--- src/hdl/tps_pkg.sv ---
package tps_pkg;
  // blink half period: 250 ms at 125 MHz
  localparam int unsigned CLK_HZ = 125000000;
  localparam int unsigned BLINK_MS = 250;
  localparam int unsigned BLINK_CYCLES = (CLK_HZ / 1000) * BLINK_MS;
  // power-up title and beep times
  localparam int unsigned TITLE_MS = 3000;
  localparam int unsigned TITLE_CYCLES = (CLK_HZ / 1000) * TITLE_MS;
  localparam int unsigned BEEP_MS = 100;
  localparam int unsigned BEEP_CYCLES = (CLK_HZ / 1000) * BEEP_MS;
  localparam int CNT_W = 32;
  // settings word width held in the small store
  localparam int SET_W = 16;
  localparam logic [SET_W-1:0] SET_RESET = 16'h0000;
  // latched fault bit positions
  localparam int F_THI = 0;
  localparam int F_TLO = 1;
  localparam int F_RLIM = 2;
  localparam int F_OPEN = 3;
  localparam int F_SOPEN = 4;
  localparam int F_SSEL = 5;
  localparam int F_SSHORT = 6;
  localparam int F_MODE = 7;
  localparam int NFAULT = 8;
  localparam logic [NFAULT-1:0] FAULT_RESET = 8'h00;

  typedef enum logic [1:0] {
    TPS_MODE_TEMP,
    TPS_MODE_RES,
    TPS_MODE_ITE
  } tps_mode_t;

  // raw sense inputs from the comparators
  typedef struct packed {
    logic temp_high;
    logic temp_low;
    logic res_limit;
    logic load_open;
    logic sensor_open;
    logic sensor_short;
    logic sensor_sel_change;
    logic current_limit;
    logic internal_over;
    logic internal_warn;
    logic compliance_over;
    logic interlock_joined;
    logic sensor_none;
  } tps_sense_t;

  // indicator outputs
  typedef struct packed {
    logic error_led;
    logic limit_led;
    logic on_led;
  } tps_leds_t;
endpackage

--- src/hdl/tps_store.sv ---
`timescale 1ns/1ps
// settings kept across power cycles; read data registered
module tps_store (
  // clock
  input wire logic clk,
  // write side
  input wire logic wr,
  input wire logic [tps_pkg::SET_W-1:0] wdata,
  // read side
  output logic [tps_pkg::SET_W-1:0] rdata
);
  logic [tps_pkg::SET_W-1:0] mem; // no reset: survives the power-on reset

  // store on save
  always_ff @(posedge clk) begin
    if (wr) begin
      mem <= wdata;
    end
  end

  // registered read
  always_ff @(posedge clk) begin
    rdata <= mem;
  end
endmodule

--- src/hdl/tps_top.sv ---
`timescale 1ns/1ps
// Operation
// - listed faults force output off, error on
// - error clears only after fix and on-request
// - over limit clamps current, limit LED blinks
// - limit LED off once current within limit
// - hard conditions light both LEDs steadily
// - warning temperature while on blinks error, maybe limit
// - limiting alone blinks only limit LED
// - no condition keeps both LEDs off
// - power-up restores settings, output off, title, beep
// - on-request lights on LED; interlock gates drive, not the LED
// - inverted polarity needs interlock pins joined
// - mode press while on disables, errors, advances
// - current mode enforces temp limits unless none
module tps_top (
  // clock and reset
  input wire logic clk,
  input wire logic rst,
  // sense inputs
  input wire tps_pkg::tps_sense_t sense,
  // front panel
  input wire logic output_on_req,
  input wire logic output_off_req,
  input wire logic mode_press,
  input wire logic beeper_enable,
  // hardware_config_command polarity write
  input wire logic hardware_config_command,
  input wire logic interlock_invert_in,
  // settings save request and data
  input wire logic save_settings,
  input wire logic [tps_pkg::SET_W-1:0] settings_in,
  // outputs
  output tps_pkg::tps_leds_t leds,
  output logic drive_enable,
  output logic current_clamp,
  output logic title_show,
  output logic beep,
  output logic [tps_pkg::SET_W-1:0] settings_out,
  output tps_pkg::tps_mode_t mode,
  output logic [tps_pkg::NFAULT-1:0] fault_flags
);
  logic interlock_invert; // sense polarity
  logic out_en; // output requested on
  logic [tps_pkg::NFAULT-1:0] next_fault; // raw fault vector
  logic [tps_pkg::SET_W-1:0] store_rdata; // restored settings
  logic [tps_pkg::CNT_W-1:0] blink_cnt; // blink timer
  logic blink; // blink phase
  logic [tps_pkg::CNT_W-1:0] title_cnt; // title timer
  logic [tps_pkg::CNT_W-1:0] beep_cnt; // beep timer
  logic boot; // first cycle after reset
  logic restore_pend; // restore waits one cycle for registered read
  logic interlock_bad; // interlock forbids current
  logic hard_cond; // steady error condition
  logic temp_lim_active; // temperature limits in force
  logic faults_now; // any raw fault present
  logic mode_fault; // mode press while enabled
  logic warn_blink_on; // warning blink allowed
  logic limit_blink_on; // limit blink allowed
  // indicator registers, gathered into the output struct below
  logic error_lit; // error indicator register
  logic limit_lit; // limit indicator register
  logic on_lit; // output-on indicator register

  // settings memory
  // a separate store so the saved word is untouched by the power-on reset
  tps_store u_store (
    .clk(clk),
    .wr(save_settings),
    .wdata(settings_in),
    .rdata(store_rdata)
  );

  // temperature limits obeyed except with sensor type none
  assign temp_lim_active = !sense.sensor_none;
  // default: joined pins block; inverted: open pins block
  // the same term feeds the steady indicator condition below
  assign interlock_bad = interlock_invert ? !sense.interlock_joined : sense.interlock_joined;
  assign mode_fault = mode_press && out_en;

  // raw fault vector, one bit per shutdown cause
  // a raw fault refuses the on request in the same cycle
  always_comb begin
    next_fault = '0;
    next_fault[tps_pkg::F_THI] = sense.temp_high && temp_lim_active;
    next_fault[tps_pkg::F_TLO] = sense.temp_low && temp_lim_active;
    next_fault[tps_pkg::F_RLIM] = sense.res_limit;
    next_fault[tps_pkg::F_OPEN] = sense.load_open;
    next_fault[tps_pkg::F_SOPEN] = sense.sensor_open;
    next_fault[tps_pkg::F_SSEL] = sense.sensor_sel_change;
    next_fault[tps_pkg::F_SSHORT] = sense.sensor_short;
    next_fault[tps_pkg::F_MODE] = mode_fault;
  end
  assign faults_now = |next_fault;

  // steady-on conditions for both indicators; any single one is enough
  always_comb begin
    // interlock in its blocking state, either polarity
    hard_cond = interlock_bad;
    // chassis too hot, or compliance voltage used up
    hard_cond = hard_cond || sense.internal_over || sense.compliance_over;
    // sensor wiring faults
    hard_cond = hard_cond || sense.sensor_short || sense.sensor_open;
    // window limits; temperature ones skipped without a sensor
    hard_cond = hard_cond || ((sense.temp_high || sense.temp_low) && temp_lim_active);
    hard_cond = hard_cond || sense.res_limit;
  end

  // blink permits: warning needs the output enabled, limiting the request or the drive
  assign warn_blink_on = out_en && sense.internal_warn;
  // drive kept in so limiting still shows in the cycle the request drops
  assign limit_blink_on = sense.current_limit && (out_en || drive_enable);

  // one process per indicator register; the struct only gathers them
  assign leds = '{error_led: error_lit, limit_led: limit_lit, on_led: on_lit};

  // polarity set only by the configuration command
  // kept through faults; only rst or a new command changes it
  always_ff @(posedge clk) begin
    if (rst) begin
      interlock_invert <= 1'b0;
    end else if (hardware_config_command) begin
      // new polarity takes effect on the following cycle
      interlock_invert <= interlock_invert_in;
    end
  end

  // sticky fault flags; a new fault wins over the clearing request
  // a fault that flickers during the press latches again at once
  always_ff @(posedge clk) begin
    if (rst) begin
      fault_flags <= tps_pkg::FAULT_RESET;
    end else if (output_on_req && !faults_now) begin
      // clean request: every cause gone, so all flags drop
      fault_flags <= tps_pkg::FAULT_RESET;
    end else begin
      // set side: or in whatever is raised this cycle
      fault_flags <= fault_flags | next_fault;
    end
  end

  // output request state; power-up forces off
  // off request and faults both win over a simultaneous on request
  always_ff @(posedge clk) begin
    if (rst) begin
      out_en <= 1'b0;
    end else if (faults_now || output_off_req) begin
      // trip or off button
      out_en <= 1'b0;
    end else if (output_on_req) begin
      // accepted only in a cycle with no raw fault
      out_en <= 1'b1;
    end
  end

  // drive: needs request, no latched fault, interlock clear
  // raw faults are looked at too, so a trip cuts drive one cycle sooner
  // interlock is checked live; a bad interlock never latches a flag
  always_ff @(posedge clk) begin
    if (rst) begin
      drive_enable <= 1'b0;
    end else begin
      drive_enable <= out_en && !faults_now && !(|fault_flags) && !interlock_bad;
    end
  end

  // on LED follows the accepted request
  // lit even while the interlock holds the current back
  always_ff @(posedge clk) begin
    if (rst) begin
      on_lit <= 1'b0;
    end else begin
      on_lit <= out_en;
    end
  end

  // clamp is soft: current held at limit, drive stays on
  // the clamp is advisory for the analog loop; it never gates drive
  always_ff @(posedge clk) begin
    if (rst) begin
      current_clamp <= 1'b0;
    end else begin
      current_clamp <= sense.current_limit;
    end
  end

  // mode cycles on each press; default constant current
  // the press itself never waits for the output to drop
  always_ff @(posedge clk) begin
    if (rst) begin
      mode <= tps_pkg::TPS_MODE_ITE;
    end else if (mode_press) begin
      // the fault side of a press is handled by the flag logic
      unique case (mode)
        tps_pkg::TPS_MODE_TEMP: mode <= tps_pkg::TPS_MODE_RES;
        tps_pkg::TPS_MODE_RES: mode <= tps_pkg::TPS_MODE_ITE;
        tps_pkg::TPS_MODE_ITE: mode <= tps_pkg::TPS_MODE_TEMP;
        default: mode <= tps_pkg::TPS_MODE_ITE; // unused code recovers
      endcase
    end
  end

  // free-running blink phase shared by both LEDs so they blink together
  // one counter keeps the two indicators in phase at low cost
  always_ff @(posedge clk) begin
    if (rst) begin
      blink_cnt <= '0;
      blink <= 1'b0;
    end else if (blink_cnt == tps_pkg::CNT_W'(tps_pkg::BLINK_CYCLES - 1)) begin
      // half period done: flip phase
      blink_cnt <= '0;
      blink <= !blink;
    end else begin
      blink_cnt <= blink_cnt + 1'b1;
    end
  end

  // error LED: latched error or hard condition steady, warning blinks
  always_ff @(posedge clk) begin
    if (rst) begin
      error_lit <= 1'b0;
    end else if (hard_cond || (|fault_flags)) begin
      // steady: a latched flag keeps it lit after the cause is gone
      error_lit <= 1'b1;
    end else if (warn_blink_on) begin
      // warning only: blink, the output keeps running
      error_lit <= blink;
    end else begin
      // limiting alone or nothing at all
      error_lit <= 1'b0;
    end
  end

  // limit LED: steady on hard condition, blinks while limiting
  always_ff @(posedge clk) begin
    if (rst) begin
      limit_lit <= 1'b0;
    end else if (hard_cond) begin
      // hard condition overrides any blinking
      limit_lit <= 1'b1;
    end else if (limit_blink_on) begin
      // soft limit: blink in step with the error indicator
      limit_lit <= blink;
    end else begin
      // current back under the limit: dark at once
      limit_lit <= 1'b0;
    end
  end

  // power-up restore: read data arrive one cycle after reset
  // the store's registered read costs one extra cycle before reload
  always_ff @(posedge clk) begin
    if (rst) begin
      boot <= 1'b1;
      restore_pend <= 1'b0;
    end else begin
      boot <= 1'b0;
      restore_pend <= boot;
    end
  end

  // settings register, reloaded from the store at power-up
  // a save landing in the reload cycle reaches the store, not this register
  always_ff @(posedge clk) begin
    if (rst) begin
      settings_out <= tps_pkg::SET_RESET;
    end else if (restore_pend) begin
      // word saved before the last power-down
      settings_out <= store_rdata;
    end else if (save_settings) begin
      // panel save shows at once
      settings_out <= settings_in;
    end
  end

  // title display timer after reset
  // counter parks at its end value, so the title shows once per reset
  always_ff @(posedge clk) begin
    if (rst) begin
      title_cnt <= '0;
      title_show <= 1'b1;
    end else if (title_cnt != tps_pkg::CNT_W'(tps_pkg::TITLE_CYCLES)) begin
      title_cnt <= title_cnt + 1'b1;
      title_show <= (title_cnt != tps_pkg::CNT_W'(tps_pkg::TITLE_CYCLES - 1));
    end else begin
      // parked: title stays off until the next reset
      title_show <= 1'b0;
    end
  end

  // short beep at power-up when enabled
  // the enable is read every cycle, so muting cuts a running beep
  always_ff @(posedge clk) begin
    if (rst) begin
      beep_cnt <= '0;
      beep <= 1'b0;
    end else if (beep_cnt != tps_pkg::CNT_W'(tps_pkg::BEEP_CYCLES)) begin
      beep_cnt <= beep_cnt + 1'b1;
      beep <= beeper_enable && (beep_cnt != tps_pkg::CNT_W'(tps_pkg::BEEP_CYCLES - 1));
    end else begin
      // parked: silent until the next reset
      beep <= 1'b0;
    end
  end
endmodule

--- config.mk ---
export PLATFORM = sky130hd
export DESIGN_NAME = tps_top
export DESIGN_NICKNAME = d
export VERILOG_FILES = /design/src/hdl/tps_pkg.sv /design/src/hdl/tps_store.sv /design/src/hdl/tps_top.sv
export SDC_FILE = /design/constraint.sdc
export NUM_CORES = 1
export LEC_CHECK = 0
export BUFFER_PORTS_ARGS = -buffer_cell sky130_fd_sc_hd__buf_4
export CAP_MARGIN = 20
export CELL_PAD_IN_SITES_DETAIL_PLACEMENT = 0
export CELL_PAD_IN_SITES_GLOBAL_PLACEMENT = 1
export CORE_MARGIN = 10
export CORE_UTILIZATION = 41
export DETAILED_ROUTE_END_ITERATION = 16
export PLACE_DENSITY_LB_ADDON = 0.25
export SLEW_MARGIN = 20
export SYNTH_ARGS = -nofsm -noshare
export SYNTH_HDL_FRONTEND = slang
export SYNTH_HIERARCHICAL = 1
export SYNTH_SLANG_ARGS = --single-unit
--- constraint.sdc ---
create_clock -name clk -period 1.7 [get_ports clk]
set_input_delay 0.17 -clock clk [delete_from_list [all_inputs] [get_ports clk]]
set_output_delay 0.17 -clock clk [all_outputs]
set_load 0.02 [all_outputs]
==> results.sh, run 1 <==
export IMPL_die_h_um=150
export IMPL_skew_ns=0.0112
export IMPL_violations="negative setup slack"
export IMPL_design_area_sq_um=9380
export IMPL_syn_nets=756
export IMPL_fin_cells=1128
export IMPL_start_util_pct=41.8
export IMPL_drtIter0Drc=288
export IMPL_vias=5730
export IMPL_setup_tns_ns=-0.0217
export IMPL_cts_tree="done"
export IMPL_h_tree_depth=4
export IMPL_clk_pin_slew_ns=0.07
export IMPL_dieArea_sq_um=22400
export IMPL_grt_antenna_before_repair=1
export IMPL_setup_viol=2
export IMPL_drt_pass1_iter_count=6
export IMPL_start_kind="flop"
export IMPL_crit_path_max_incr_delay_ns=0.38
export IMPL_relSlewSlack_pct=54.0
export IMPL_clk_path_buf_depth=2
export IMPL_cts_buffers=17
export IMPL_coreArea_sq_um=16500
export IMPL_synthToLayoutAreaGrowth_pct=35.9
export IMPL_critPathTopFamily="simple AND/OR/NAND/NOR gates"
export IMPL_path_class="reg -> reg"
export IMPL_synthArstFlopShare_pct=0
export IMPL_fin_crit_sh_pct=101
export IMPL_clk_latency_ns=0.43
export IMPL_ir_drop_mv=0.679
export IMPL_power_density_nw_per_um2=909
export IMPL_io_buffers=70
export IMPL_synthCells=713
export IMPL_yosys_top_cells_area="dfxtp_1 (44%), nor2_1 (7.2%), edfxtp_1 (7.0%)"
export IMPL_grt_overflow=0
export IMPL_setup_slack_ns=-0.0137
export IMPL_synth_edf_count=16
export IMPL_path_max_fanout=3
export IMPL_wl_per_cell_um=15.2
export IMPL_worstSetupEndpointType="flop"
export IMPL_rsz0062_at_grt="true"
export IMPL_critPathMostFrequentCell="nor4_4"
export IMPL_startpoint="beep_cnt[30]"
export IMPL_cp_arrival_ns=2.02
export IMPL_yosysTopAreaCell="dfxtp_1"
export IMPL_cts_sinks=166
export IMPL_grt_max_degree=33
export IMPL_avgSynthCellArea_sq_um=9.68
export IMPL_ys_seq_area_share_pct=50.5
export IMPL_hold_viol=0
export IMPL_vias_per_cell=5.08
export IMPL_cp_data_required_time_ns=2.01
export IMPL_grt_pass1_vias=5776
export IMPL_tightest_slew_ns=0.689
export IMPL_max_cap_violations=0
export IMPL_postRouteAntennaNets=0
export IMPL_drive_gt1_share_pct=28.0
export IMPL_ys_types=49
export IMPL_dpl_instance_area_sq_um=8260
export IMPL_nets=937
export IMPL_netlist_area_sq_um=6900
export IMPL_crit_slowest_cell="nor4_4"
export IMPL_die_width_um=150
export IMPL_place_congestion=0.824
export IMPL_r2r_start="beep_cnt[30]"
export IMPL_dp_cells=1064
export IMPL_min_delay_start="sense[2]"
export IMPL_p_leak_nw=3.83
export IMPL_path_cells="nor4_4 > buf_4 > nand4_1 > nor4_4 > mux2i_1 > nor2_1"
export IMPL_synth_top_cell_area_share_pct=43.5
export IMPL_hpwl_um=12500
export IMPL_place_ws_ns=-0.136
export IMPL_p_total_mw=8.53
export IMPL_hp_class="in -> reg"
export IMPL_max_freq_ghz=0.584
export IMPL_ioPinCount=71
export IMPL_rows=47
export IMPL_totalWireLength_um=17200
export IMPL_grt_total_usage_pct=15.4
export IMPL_slew_violations=0
export IMPL_grt_pass1_wl_um=28100
export IMPL_root_buffer="clkbuf_16"
export IMPL_min_period_ns=1.71
export IMPL_ys_seq_elements=166
export IMPL_fill_cells=1443
export IMPL_synth_ff_type="dfxtp_1"
export IMPL_crit_buf_inv=1
export IMPL_status="finished, violations left"
export IMPL_drcViolationCount=0
export IMPL_ys_warnings_count=6
-- per-layer routing --
layer / GRT usage [%] / wire length, um
met5: 0 / 0
met4: 6.51 / 503
met3: 4.20 / 816
met2: 24.2 / 7930
met1: 19.5 / 7920
-- flip-flops by register name, summed over array words and instances (netlist names) --
signal            count
drive_enable          1
u_store/rdata        16
restore_pend          1
out_en                1
on_lit                1
interlock_invert      1
limit_lit             1
blink_cnt            32
beep                  1
title_show            1
beep_cnt             32
u_store/mem          16
title_cnt            32
mode                  2
current_clamp         1
boot                  1
blink                 1
fault_flags           8
settings_out         16
error_lit             1
-- metrics by stage --
step                util [%]  hold WS [ns]
finish                  56.8        0.0345
global route            56.8        0.0316
CTS                     55.7        0.0147
detailed placement      50.0         0.328
global placement        50.0         0.324
floorplan                  -         0.198
-- cells in the mapped netlist, types with 2 or more instances --
master    number
dfxtp_1      150
nor2_1       133
xor2_1        53
nand4_1       42
a21oi_1       32
nand3_1       31
nand2_1       30
xnor2_1       30
mux2i_1       19
edfxtp_1      16
nor4_1        15
and3_1        14
and4_1        12
clkbuf_1      11
inv_1         11
nor3_1         9
nor4b_1        9
o21ai_0        9
nor2b_1        8
o21a_1         8
and2_1         7
or3_1          7
buf_4          6
nand2b_1       6
buf_2          5
ha_1           5
nor4_4         5
a31o_2         3
buf_1          3
nand3_2        2
nor4_2         2
nor4b_4        2
or4_1          2
-- cell usage in the layout, fill, tap and decap left out, types with 5 or more instances in the layout --
master,count
buf_4,155
and3_1,12
o21a_1,8
and4_1,11
a21oi_1,31
xor2_1,53
and2_1,7
clkbuf_16,17
nor3_1,7
dfxtp_2,11
nor4_2,5
nor2b_1,7
o21ai_0,9
dfxtp_1,139
inv_1,9
mux2i_1,19
nor2_1,133
nand3_1,28
nand2_1,30
edfxtp_1,16
clkinv_8,5
nor4_4,9
nand4_1,42
nor4_1,8
nand2b_1,6
xnor2_1,30
dlygate4sd3_1,27
or3_1,6
-- worst min-delay path, delay by kind of cell --
kind | cells | cell delay, ns
compound gates | 1 | 0.12
buf+inv | 1 | 0.08
simple gates | 1 | 0.05
-- area by class of cell --
class                      instances  area (sq um)  share of cell area (%)
antenna                            1          2.50                  0.0267
clock buffer                      17           425                    4.54
tap                              220           275                    2.93
timing repair buffer             188          1520                    16.2
sequential                       166          3500                    37.3
clock inverter                    15           176                    1.88
inverter                          11          41.3                   0.440
multi-input combinational        510          3440                    36.7
-- power by group --
| group | switching, mW | internal, mW | total, mW |
|---|---|---|---|
| sequential | 0.0774 | 4.08 | 4.16 |
| clock | 1.81 | 1.99 | 3.80 |
| combinational | 0.285 | 0.282 | 0.568 |
-- path summary, 6_finish.rpt --
kind	end	slack, ns	cells after the start
max	beep_cnt[1]	-0.01	6
min	error_lit	0.03	3
max reg2reg	beep_cnt[1]	-0.01	6
min reg2reg	u_store/rdata[14]	0.34	0
-- cells by family after synthesis --
| logic type | after synthesis | synth area share [%] |
|---|---|---|
| AND/OR/NAND/NOR | 346 | 28.0 |
| flip-flops | 166 | 50.5 |
| XOR/XNOR | 83 | 10.5 |
| AO/OA/AOI/OAI | 57 | 4.84 |
| buffers and inverters | 37 | 2.45 |
| multiplexers | 19 | 2.76 |
| adder cells (fa/ha/maj) | 5 | 0.907 |
-- repair_timing --
action	4_1_cts	5_1_grt
pin swaps	6	10
endpoints found under the setup margin	38	65
buffers inserted	1	3
hold buffers	27	0
hold endpoints to repair	26	0
gates resized for setup	14	38
Note: power is estimated with default switching activity, not from simulation.
==> run 2: changes to the inputs <==
--- a/config.mk
+++ b/config.mk
@@ -9,8 +9,10 @@
 export CAP_MARGIN = 20
 export CELL_PAD_IN_SITES_DETAIL_PLACEMENT = 0
 export CELL_PAD_IN_SITES_GLOBAL_PLACEMENT = 1
+export CORE_ASPECT_RATIO = 1.1
 export CORE_MARGIN = 10
 export CORE_UTILIZATION = 41
+export CTS_CLUSTER_SIZE = 28
 export DETAILED_ROUTE_END_ITERATION = 16
 export PLACE_DENSITY_LB_ADDON = 0.25
 export SLEW_MARGIN = 20
@@ -18,3 +20,4 @@
 export SYNTH_HDL_FRONTEND = slang
 export SYNTH_HIERARCHICAL = 1
 export SYNTH_SLANG_ARGS = --single-unit
+export TNS_END_PERCENT = 100
==> results.sh, run 2 (synthesis results as in run 1) <==
export IMPL_status="finished, violations left"
export IMPL_violations="negative setup slack"
export IMPL_skew_ns=0.00656
export IMPL_die_h_um=156
export IMPL_intPower_mw=6.58
export IMPL_cp_arrival_ns=2.12
export IMPL_post_route_util_pct=57.6
export IMPL_start_kind="flop"
export IMPL_rsz0062_at_grt="true"
export IMPL_slew_violations=0
export IMPL_io_buffers=70
export IMPL_clk_latency_ns=0.42
export IMPL_worstSetupEndpointType="flop"
export IMPL_p_leak_nw=3.87
export IMPL_grt_total_usage_pct=15.3
export IMPL_dp_cells=1045
export IMPL_synthToLayoutAreaGrowth_pct=37.0
export IMPL_postRouteAntennaNets=0
export IMPL_p_comb_share_pct=6.7
export IMPL_setup_viol=4
export IMPL_p_sw_mw=2.05
export IMPL_cts_tree="done"
export IMPL_min_period_ns=1.81
export IMPL_fin_crit_sh_pct=106
export IMPL_antenna_cells=0
export IMPL_h_tree_depth=4
export IMPL_path_cells="inv_2 > ha_1 > nand2_1 > or4_4 > nor4_4 > buf_4 > xnor2_1 > nor2_1"
export IMPL_p_total_mw=8.63
export IMPL_ir_drop_mv=0.791
export IMPL_cts_sinks=166
export IMPL_root_buffer="clkbuf_16"
export IMPL_totalWireLength_um=17100
export IMPL_max_cap_violations=0
export IMPL_grt_overflow=0
export IMPL_clk_path_buf_depth=2
export IMPL_vias_per_cell=5.13
export IMPL_pwr_share_clk_pct=45.2
export IMPL_power_density_nw_per_um2=913
export IMPL_path_max_fanout=3
export IMPL_place_congestion=0.823
export IMPL_grt_antenna_before_repair=0
export IMPL_path_class="reg -> reg"
export IMPL_crit_slowest_cell="or4_4"
export IMPL_tightest_slew_ns=0.692
export IMPL_clk_pin_slew_ns=0.07
export IMPL_place_ws_ns=-0.146
export IMPL_drt_pass1_iter_count=4
export IMPL_rrSetupSlack_ns=-0.11
export IMPL_setup_slack_ns=-0.109
export IMPL_coreArea_sq_um=16400
export IMPL_max_freq_ghz=0.553
export IMPL_drtIter0Drc=236
export IMPL_largestRegisters="beep_cnt: 32 flops, blink_cnt: 32 flops, title_cnt: 32 flops"
export IMPL_dieArea_sq_um=22400
export IMPL_fin_cells=1122
export IMPL_vias=5755
export IMPL_cp_data_required_time_ns=2.01
export IMPL_seq_power_share_pct=48.1
export IMPL_die_width_um=144
export IMPL_ioPinCount=71
export IMPL_start_util_pct=42.0
export IMPL_grt_max_degree=56
export IMPL_hpwl_um=12100
export IMPL_drive_gt1_share_pct=29.3
export IMPL_cts_buffers=17
export IMPL_final_common_cell="buf_4"
export IMPL_grt_pass1_wl_um=28000
export IMPL_grt_pass1_vias=5742
export IMPL_switching_share_pct=23.8
export IMPL_drcViolationCount=0
export IMPL_hold_viol=0
export IMPL_rows=49
export IMPL_critPathTopFamily="simple AND/OR/NAND/NOR gates"
export IMPL_timing_hold_ws_ns=0.0189
export IMPL_nets=948
export IMPL_wl_per_cell_um=15.2
export IMPL_hp_class="in -> reg"
export IMPL_crit_path_max_incr_delay_ns=0.45
export IMPL_relSlewSlack_pct=53.9
export IMPL_crit_buf_inv=2
export IMPL_final_cell_mix="buf_4 (163), dfxtp_1 (134), nor2_1 (133), xor2_1 (53), nand4_1 (42)"
-- run 2: layout make-up --
type	count	area (sq um)
tap	204	255
clock buffer	18	429
clock inverter	14	173
inverter	11	41.3
fill	1385	6970
multi-input combinational	510	3430
sequential	166	3510
timing repair buffer	199	1620
-- run 2: timing repair --
item,CTS,global route
cloned,0,0
hold buffers,26,1
hold endpoints to repair,25,1
endpoints found under the setup margin,41,62
pin swaps,9,24
gates resized for setup,16,47
buffers inserted,4,14
-- run 2: worst paths after layout --
path | start | end | cells past startpoint
setup / recovery | beep_cnt[0] | beep_cnt[0] | 8
hold / removal | sense[9] | fault_flags[3] | 2
setup reg to reg | beep_cnt[0] | beep_cnt[0] | 8
hold reg to reg | u_store/mem[10] | u_store/rdata[10] | 0
-- run 2: power groups by stage --
stage	combinational [mW]	sequential [mW]	clock, mW
floorplan	0.208	4.28	0
global placement	0.498	4.23	0
detailed placement	0.516	4.23	0
CTS	0.575	4.15	3.99
global route	0.644	4.16	4.15
finish	0.579	4.15	3.90
-- run 2: metrics by stage --
stage	TNS (ns)	cell area, sq um
2_1_floorplan	0	6910
3_3_place_gp	-0.0998	8230
3_5_place_dp	-1.08	8230
4_1_cts	-0.136	9180
5_1_grt	-1.37	9460
6_report	-0.247	9460
-- run 2: metal layers --
metal	track usage (%)	wire, um	vias up
met1	19.9	8120	2745
met5	0	0	-
li1	-	-	2883
met4	5.99	299	0
met2	23.8	7990	104
met3	3.81	697	23
